File: src/core/ioc_map.svh
/*
  Register offsets, field positions, reset values and counts for the
  three-phase instantaneous overcurrent block.
  Assumes an 8-bit APB byte address and 32-bit data words.
*/
// How it works
// - an operation setting selects off, peak or fundamental, resets to off, and off gives no trips.
// - the start current is a percent of rated current from 20 to 3000 in steps of 1, default 200.
// - while the doubling input is high the phases are compared with twice the start current.
// - while the disable input is high every trip output goes low at the next edge with ce high and stays low whatever the currents.
// - each phase trips on its own, with no added delay, when its value is above the threshold.
// - peak mode compares peak values and fundamental mode compares fundamental rms values.
// - a peak value is taken separately for each phase from its own sample stream.
// - there are three separate trip outputs, one for each phase.
// - a general trip is high whenever at least one phase trip is high.
`ifndef IOC_MAP_SVH
`define IOC_MAP_SVH

// ---------------------------------------------------------------
// register byte offsets
// ---------------------------------------------------------------
`define IOC_ADDR_CONTROL   8'h00
`define IOC_ADDR_THRESHOLD 8'h04
`define IOC_ADDR_STATUS    8'h08
`define IOC_ADDR_PEAK_A    8'h0C
`define IOC_ADDR_PEAK_B    8'h10
`define IOC_ADDR_PEAK_C    8'h14

// ---------------------------------------------------------------
// field positions
// ---------------------------------------------------------------
`define IOC_CTRL_MODE_MSB  1
`define IOC_THR_MSB        11
`define IOC_STAT_GEN_BIT   3
`define IOC_STAT_DIS_BIT   4
`define IOC_STAT_DBL_BIT   5

// ---------------------------------------------------------------
// reset values, limits and counts
// ---------------------------------------------------------------
`define IOC_THR_MIN        12'h014
`define IOC_THR_MAX        12'hBB8
`define IOC_THR_RESET      12'h0C8
`define IOC_WINDOW_LAST    5'h13

`endif

File: src/core/ioc_pkg.sv
/*
  Types shared by the overcurrent block: operation modes and the
  per-phase carriers for samples and fundamental rms values.
  Assumes phase a sits in the low bits of each carrier.
*/
package ioc_pkg;

  // operation setting, reset value is off
  typedef enum logic [1:0] {
    MODE_OFF,
    MODE_PEAK,
    MODE_FUND
  } mode_e;

  // signed instantaneous samples, percent of rated current
  typedef struct packed {
    logic signed [15:0] c;
    logic signed [15:0] b;
    logic signed [15:0] a;
  } sample_set_s;

  // fundamental rms values, percent of rated current
  typedef struct packed {
    logic [15:0] c;
    logic [15:0] b;
    logic [15:0] a;
  } rms_set_s;

  typedef logic [2:0][15:0] phase_word_t;

endpackage : ioc_pkg

File: src/core/three_phase_instant_overcurrent.sv
/*
  Three-phase instantaneous overcurrent decision with an APB slave.
  Assumes samples, rms values, disable and doubling inputs come from
  logic on clk; all values share one scale, percent of rated current.
*/
// Local design decisions: register access over APB and the register addresses.
`timescale 1ns/1ps
`include "ioc_map.svh"

module three_phase_instant_overcurrent
(
  // clock, reset and clock enable
  input  wire logic                 clk,
  input  wire logic                 reset,
  input  wire logic                 ce,
  // apb slave
  input  wire logic                 psel,
  input  wire logic                 penable,
  input  wire logic                 pwrite,
  input  wire logic [7:0]           paddr,
  input  wire logic [31:0]          pwdata,
  output logic      [31:0]          prdata,
  output logic                      pready,
  output logic                      pslverr,
  // sampled currents and fundamental values
  input  wire ioc_pkg::sample_set_s currentSample,
  input  wire logic                 sampleValid,
  input  wire ioc_pkg::rms_set_s    fundamentalRms,
  input  wire logic                 rmsValid,
  // binary status inputs
  input  wire logic                 disableInput,
  input  wire logic                 thresholdDoubleInput,
  // trip outputs
  output logic                      tripPhaseA,
  output logic                      tripPhaseB,
  output logic                      tripPhaseC,
  output logic                      generalTrip
);
  import ioc_pkg::*;

  // ---------------------------------------------------------------
  // declarations
  // ---------------------------------------------------------------
  mode_e       modeReg;
  mode_e       modeNext;
  logic [11:0] thrReg;
  logic [11:0] thrNext;
  logic [31:0] prdataReg;
  logic [31:0] prdataNext;
  logic        errReg;
  logic        errNext;
  logic        capReg;
  logic        capNext;
  phase_word_t runMaxReg;
  phase_word_t runMaxNext;
  phase_word_t lastMaxReg;
  phase_word_t lastMaxNext;
  phase_word_t rmsReg;
  phase_word_t rmsNext;
  logic [4:0]  cntReg;
  logic [4:0]  cntNext;
  logic [2:0]  tripReg;
  logic [2:0]  tripNext;
  logic        genReg;
  logic        genNext;
  phase_word_t sampleRaw;
  phase_word_t sampleMag;
  phase_word_t sampleMax;
  phase_word_t peakVal;
  phase_word_t selVal;
  logic [15:0] effThr;
  logic [15:0] dblThr;
  logic [15:0] baseThr;
  logic        active;
  logic        doWrite;
  logic [31:0] readMux;
  logic        readErr;

  assign sampleRaw = currentSample;

  // ---------------------------------------------------------------
  // apb slave
  // ---------------------------------------------------------------
  // the answer comes one cycle after a captured setup, so a frozen
  // clock enable stalls the transfer instead of losing it
  assign pready  = ce & penable & capReg;
  assign pslverr = pready & errReg;
  assign prdata  = prdataReg;
  assign doWrite = psel & pwrite & pready & ~errReg;

  // read decode, unmapped offsets answer zero with an error
  always_comb
  begin
    readMux = 32'h0000_0000;
    readErr = 1'b0;
    unique case (paddr)
      `IOC_ADDR_CONTROL:
        readMux[`IOC_CTRL_MODE_MSB:0] = modeReg;
      `IOC_ADDR_THRESHOLD:
        readMux[`IOC_THR_MSB:0] = thrReg;
      `IOC_ADDR_STATUS:
      begin
        readMux[2:0] = tripReg;
        readMux[`IOC_STAT_GEN_BIT] = genReg;
        readMux[`IOC_STAT_DIS_BIT] = disableInput;
        readMux[`IOC_STAT_DBL_BIT] = thresholdDoubleInput;
      end
      `IOC_ADDR_PEAK_A:
        readMux[15:0] = peakVal[0];
      `IOC_ADDR_PEAK_B:
        readMux[15:0] = peakVal[1];
      `IOC_ADDR_PEAK_C:
        readMux[15:0] = peakVal[2];
      default:
        readErr = 1'b1;
    endcase
  end

  // capture read data in the setup cycle, apply writes at the answer
  always_comb
  begin
    capNext    = psel & ~(penable & capReg);
    prdataNext = prdataReg;
    errNext    = errReg;
    modeNext   = modeReg;
    thrNext    = thrReg;
    if (psel & ~capReg)
    begin
      prdataNext = readMux;
      errNext    = readErr;
    end
    if (doWrite && paddr == `IOC_ADDR_CONTROL)
    begin
      // an unused mode code falls back to off
      unique case (pwdata[`IOC_CTRL_MODE_MSB:0])
        2'h1:    modeNext = MODE_PEAK;
        2'h2:    modeNext = MODE_FUND;
        default: modeNext = MODE_OFF;
      endcase
    end
    if (doWrite && paddr == `IOC_ADDR_THRESHOLD)
    begin
      // out of range settings clamp to the nearest limit
      if (pwdata < {20'h00000, `IOC_THR_MIN})
        thrNext = `IOC_THR_MIN;
      else if (pwdata > {20'h00000, `IOC_THR_MAX})
        thrNext = `IOC_THR_MAX;
      else
        thrNext = pwdata[`IOC_THR_MSB:0];
    end
  end

  // bus and settings registers
  always_ff @(posedge clk)
  begin
    if (reset)
    begin
      capReg    <= 1'b0;
      prdataReg <= 32'h0000_0000;
      errReg    <= 1'b0;
      modeReg   <= MODE_OFF;
      thrReg    <= `IOC_THR_RESET;
    end
    else if (ce)
    begin
      capReg    <= capNext;
      prdataReg <= prdataNext;
      errReg    <= errNext;
      modeReg   <= modeNext;
      thrReg    <= thrNext;
    end
  end

  // ---------------------------------------------------------------
  // peak selection and rms hold
  // ---------------------------------------------------------------
  // per phase magnitude and peak; the peak spans the current and the
  // previous window so it never collapses at a window boundary
  for (genvar i = 0; i < 3; i++)
  begin : g_peak
    assign sampleMag[i] = sampleRaw[i][15] ?
                          16'(~sampleRaw[i] + 16'h0001) :
                          sampleRaw[i];
    assign sampleMax[i] = (sampleMag[i] > runMaxReg[i]) ?
                          sampleMag[i] : runMaxReg[i];
    assign peakVal[i]   = (runMaxReg[i] > lastMaxReg[i]) ?
                          runMaxReg[i] : lastMaxReg[i];

    peak_covers_a: assert property (
      @(posedge clk) disable iff (reset)
      (ce && sampleValid) |=> peakVal[i] >= $past(sampleMag[i]))
      else $error("peak below the latest sample magnitude");
  end

  // window counter and running maxima
  always_comb
  begin
    runMaxNext  = runMaxReg;
    lastMaxNext = lastMaxReg;
    cntNext     = cntReg;
    rmsNext     = rmsReg;
    if (sampleValid)
    begin
      if (cntReg == `IOC_WINDOW_LAST)
      begin
        lastMaxNext = sampleMax;
        runMaxNext  = '0;
        cntNext     = 5'h00;
      end
      else
      begin
        runMaxNext = sampleMax;
        cntNext    = cntReg + 5'h01;
      end
    end
    // the fundamental values are computed upstream and only held here
    if (rmsValid)
      rmsNext = fundamentalRms;
  end

  // peak and rms registers
  always_ff @(posedge clk)
  begin
    if (reset)
    begin
      runMaxReg  <= '0;
      lastMaxReg <= '0;
      cntReg     <= 5'h00;
      rmsReg     <= '0;
    end
    else if (ce)
    begin
      runMaxReg  <= runMaxNext;
      lastMaxReg <= lastMaxNext;
      cntReg     <= cntNext;
      rmsReg     <= rmsNext;
    end
  end

  // ---------------------------------------------------------------
  // instantaneous decision
  // ---------------------------------------------------------------
  // thresholds widened to the value width, doubling cannot overflow
  assign baseThr = {4'h0, thrReg};
  assign dblThr  = {3'h0, thrReg, 1'b0};
  assign effThr  = thresholdDoubleInput ? dblThr : baseThr;
  assign active  = (modeReg != MODE_OFF) & ~disableInput;

  // per phase selection and comparison, no delay beyond the register
  for (genvar i = 0; i < 3; i++)
  begin : g_decide
    assign selVal[i] = (modeReg == MODE_PEAK) ?
                       peakVal[i] : rmsReg[i];
    assign tripNext[i] = active & (selVal[i] > effThr);

    trip_sets_a: assert property (
      @(posedge clk) disable iff (reset)
      (ce && active && !thresholdDoubleInput && selVal[i] > baseThr)
      |=> tripReg[i])
      else $error("phase trip missing above the start current");

    double_holds_a: assert property (
      @(posedge clk) disable iff (reset)
      (ce && thresholdDoubleInput && selVal[i] <= dblThr)
      |=> !tripReg[i])
      else $error("phase trip below the doubled start current");

    trip_clears_a: assert property (
      @(posedge clk) disable iff (reset)
      (ce && selVal[i] <= effThr) |=> !tripReg[i])
      else $error("phase trip held at or below the threshold");

    fund_select_a: assert property (
      @(posedge clk) disable iff (reset)
      (ce && modeReg == MODE_FUND && !disableInput &&
       rmsReg[i] > effThr) |=> tripReg[i])
      else $error("fundamental mode ignored the rms value");

    peak_select_a: assert property (
      @(posedge clk) disable iff (reset)
      (ce && modeReg == MODE_PEAK && !disableInput &&
       peakVal[i] > effThr) |=> tripReg[i])
      else $error("peak mode ignored the peak value");
  end

  // general trip follows the same next values, so the two never skew
  always_comb
  begin
    genNext = |tripNext;
  end

  // trip registers
  always_ff @(posedge clk)
  begin
    if (reset)
    begin
      tripReg <= 3'h0;
      genReg  <= 1'b0;
    end
    else if (ce)
    begin
      tripReg <= tripNext;
      genReg  <= genNext;
    end
  end

  // ---------------------------------------------------------------
  // outputs
  // ---------------------------------------------------------------
  assign tripPhaseA  = tripReg[0];
  assign tripPhaseB  = tripReg[1];
  assign tripPhaseC  = tripReg[2];
  assign generalTrip = genReg;

  // ---------------------------------------------------------------
  // checks on modes, limits and outputs
  // ---------------------------------------------------------------
  off_no_trip_a: assert property (
    @(posedge clk) disable iff (reset)
    (ce && modeReg == MODE_OFF) |=> tripReg == 3'h0 && !genReg)
    else $error("trip raised while the function is off");

  thr_range_a: assert property (
    @(posedge clk) disable iff (reset)
    thrReg >= `IOC_THR_MIN && thrReg <= `IOC_THR_MAX)
    else $error("start current setting out of range");

  disable_blocks_a: assert property (
    @(posedge clk) disable iff (reset)
    (ce && disableInput) |=> tripReg == 3'h0)
    else $error("trip raised while disabled");

  general_or_a: assert property (
    @(posedge clk) disable iff (reset)
    generalTrip == (tripPhaseA | tripPhaseB | tripPhaseC))
    else $error("general trip differs from the phase trips");

  trips_frozen_a: assert property (
    @(posedge clk) disable iff (reset)
    !ce |=> $stable(tripReg))
    else $error("trips moved while the clock enable was low");

endmodule : three_phase_instant_overcurrent

File: config.mk
export PLATFORM = sky130hd
export DESIGN_NAME = three_phase_instant_overcurrent
export DESIGN_NICKNAME = d
export VERILOG_FILES = /design/src/core/ioc_pkg.sv /design/src/core/three_phase_instant_overcurrent.sv
export VERILOG_INCLUDE_DIRS = /design/src /design/src/core
export SDC_FILE = /design/constraint.sdc
export NUM_CORES = 1
export LEC_CHECK = 0
export ABC_AREA = 1
export BUFFER_PORTS_ARGS = -buffer_cell sky130_fd_sc_hd__buf_2
export CORE_ASPECT_RATIO = 2
export CORE_MARGIN = 4
export CORE_UTILIZATION = 32
export DETAILED_ROUTE_END_ITERATION = 6
export MAX_ROUTING_LAYER = met4
export SLEW_MARGIN = 20
export SYNTH_ARGS = -nofsm -noshare
export SYNTH_HDL_FRONTEND = slang
export SYNTH_SLANG_ARGS = --single-unit
File: constraint.sdc
create_clock -name clk -period 4.03 [get_ports clk]
set_input_delay 0 -clock clk [delete_from_list [all_inputs] [get_ports clk]]
set_output_delay 0 -clock clk [all_outputs]
set_load 0.005 [all_outputs]
==> reports/results.txt <==
H-tree levels: 4
Filler instances: 4285
Setup crit end kind: flop
Synthesized area per cell: 6.73 sq um
Static Leakage: 7.26 nW
Drt first-iter violations: 750
CTS max path bufs: 2
Critical path's largest stage delay: 550 ps
Detail Placement HPWL: 37.5 mm
Die ar.: 0.0451 sq mm
I/O Pins: 184
Fmax: 265 MHz
Post-Route Utilization: 39.2%
Final Setup Violations: 0
Area after DPL: 0.0147 sq mm
Worst EP arrival: 4110 ps
First-pass GRT wire length: 72.2 mm
Vias: 13900
Slowest CP cell: dlygate4sd3_1
Syn Inst Count: 1975
Drt pass-1 iters: 6
Worst-path fanout max: 8
VDD IR max: 214 uV
#FFs+latches synth: 185
Post-synthesis sequential area ratio: 27.8%
DRC viols: 0
Critical Path RT: 4380 ps
Slew Limit Fails: 0
Final Cycle Share: 93.5%
Clock latency on the worst-skew pair: 460 ps
Vias in the first global route: 13600
TNS Setup: 0 ps
Cell variety after synth: 52
Nets: 2480
Rel. slew slack: 30.2%
Congestion Overflow GR: 0
Crit-path cells: inv_1 > ha_1 > nand2_1 > nor3_2 > nand2_1 > nand2_2 > nand2_4 > buf_4 > o21ai_1 > buf_4 > o21ai_0 > ha_1 > a21oi_1 > nor2_1 > a211oi_2 > nand2_1 > nand2_1 > nand2_1 > a21oi_1 > nand3_1 > nand2_1 > a21oi_1 > dlygate4sd3_1
Total Wirelength: 47.0 mm
Root Buffer: clkbuf_16
Die Span X: 152 um
Worst setup SP type: flop
Crit path max-delay family: simple AND/OR/NAND/NOR gates
Final period demand of the worst path: 3770 ps
Vias per cell: 5.08
Area of the mapped netlist: 0.0133 sq mm
Pin count of the biggest net entering global routing: 74
Initial core utilization: 32.3%
Clock Sink Count: 185
CP Class: reg -> reg
Most frequent CP cell: nand2_1
Top_reg_cell synth: dfxtp_1
Final RePlAce weighted congestion: 0.996
Die Y: 296 um
Clock transition at the registers of the reported paths: 70 ps
Core Area: 0.0411 sq mm
Least-Margin Pin Slew: 1040 ps
HP Class: in -> reg
Share of layout cells above drive strength 1: 13.9%
Max Cap Viol: 0
Fraction of registers with async set/reset: 0%
DR WL/cell: 17.1 um
Cts bufs inserted: 17
GRT Total Usage: 20.8%
I/O Buffers: 167
Status: complete, no violations
Post-synth EDFFs: 0
CTS tree: done
Initial antenna violation count: 2
Crit path buf inv count: 4
Final-report hold violation count: 0
Area Growth Syn to Fin: 21.3%
Layout Cell Area excl Fill: 0.0161 sq mm
Num rows: 105
Clock Skew: 13.9 ps
Synth warn: 0
Final ANT Viol Nets: 0
PD cells: 374 mW/mm^2
## routing by layer
metal,vias to the layer above,share of wire (%),GRT usage (%)
met2,407,52,37.4
met5,-,0,-
met4,0,6.5,12.8
met3,128,4.4,3.20
li1,7000,-,-
met1,6406,37,21.1
## cell usage after synthesis (10+ instances only)
library cell  instances  area (sq um)
nand2_1             399          1500
a21oi_1             137           686
xor2_1               30           263
nor2_1              181           679
buf_2                14          70.1
ha_1                139          1740
clkbuf_1             58           218
buf_4                17           128
nor3_2               10           100
dfxtp_1             185          3700
o21ai_1              20           100
o22ai_1              26           163
inv_1               225           845
nand3_1             115           576
nand2_2              10          62.6
o21ai_0             233          1170
nor3_1               11          55.1
nand3b_1             16           120
o211ai_1             22           165
nand4_1              22           138
## area by class of cell
class / count / area (sq um) / area share (%)
clock inverters: 12 / 163 / 1.01
inverters: 230 / 863 / 5.35
multi-input cells: 1477 / 8350 / 51.8
clock buffers: 20 / 457 / 2.83
flip-flops and latches: 185 / 3700 / 23.0
well taps: 535 / 669 / 4.15
diodes: 1 / 2.50 / 0.0155
repair buffers: 284 / 1930 / 11.9
## power breakdown
part,switching [mW],internal (mW)
Sequential,0.0689,1.91
Clock,0.774,1.02
Combinational,1.43,0.833
Total,2.27,3.76
## state kept, by name (all words and copies together), names as in the netlist
name	flops
lastMaxReg	48
rmsReg	48
runMaxReg	48
prdata	16
thrReg	12
cntReg	5
tripReg	3
modeReg	2
capReg	1
errReg	1
generalTrip	1
## cell families after synthesis
kind of cell / Yosys count / synth area share (%)
AND/OR/NAND/NOR: 806 / 26.6
AO/OA/AOI/OAI: 474 / 19.3
XOR/XNOR: 38 / 2.56
flip-flops: 185 / 27.8
multiplexers: 4 / 0.301
buffers and inverters: 328 / 10.3
other: 1 / 0.0282
adder cells (fa/ha/maj): 139 / 13.1
## per-stage QoR
step	power [mW]	hold slack (ps)	instances	setup WS [ps]
final	6.03	28.7	2744	262
after global routing	6.42	83.0	2744	-12.0
after CTS	5.95	23.5	2740	128
after detailed placement	4.10	257	2635	-8.53
after global placement	4.07	263	2635	1.41
after floorplan	3.44	103	1990	1140
## worst register-to-register path: stages, from the launching register on
cell	delay, ps
dfxtp_1	340
inv_1	70
ha_1	290
nand2_1	100
nor3_2	240
nand2_1	100
nand2_2	110
nand2_4	90
buf_4	170
o21ai_1	180
buf_4	170
o21ai_0	80
ha_1	210
a21oi_1	150
nor2_1	60
a211oi_2	140
nand2_1	100
nand2_1	70
nand2_1	40
a21oi_1	160
nand3_1	90
nand2_1	80
a21oi_1	60
dlygate4sd3_1	550
## cell usage in the layout (no fill, tap or decap), drive strengths merged, types with 11 or more instances in the layout
cell	count
xor2	31
nand3	117
a21oi	137
ha	139
dfxtp	185
nor4	11
conb	16
inv	234
o211ai	22
o21ai	254
nand4	23
nand2	410
o22ai	26
nor3	21
clkbuf	20
nand3b	16
or2	18
dlygate4sd3	73
nor2	188
buf	211
## worst paths after layout
kind | from | to | slack, ps | depth (start not counted)
setup reg to reg | lastMaxReg[47] | tripReg[2] | 260 | 23
setup / recovery | lastMaxReg[47] | tripReg[2] | 260 | 23
hold / removal | currentSample[16] | lastMaxReg[16] | 30 | 5
hold reg to reg | rmsReg[13] | rmsReg[13] | 460 | 2
## what timing repair did
item / in CTS / in global routing
buffers inserted: 0 / 3
gates resized for setup: 1 / 23
hold buffers: 73 / 0
hold endpoints to repair: 76 / 0
endpoints found under the setup margin: 1 / 33
pin swaps: 0 / 4
gates cloned: 0 / 0
(Power assumes the default switching activity.)
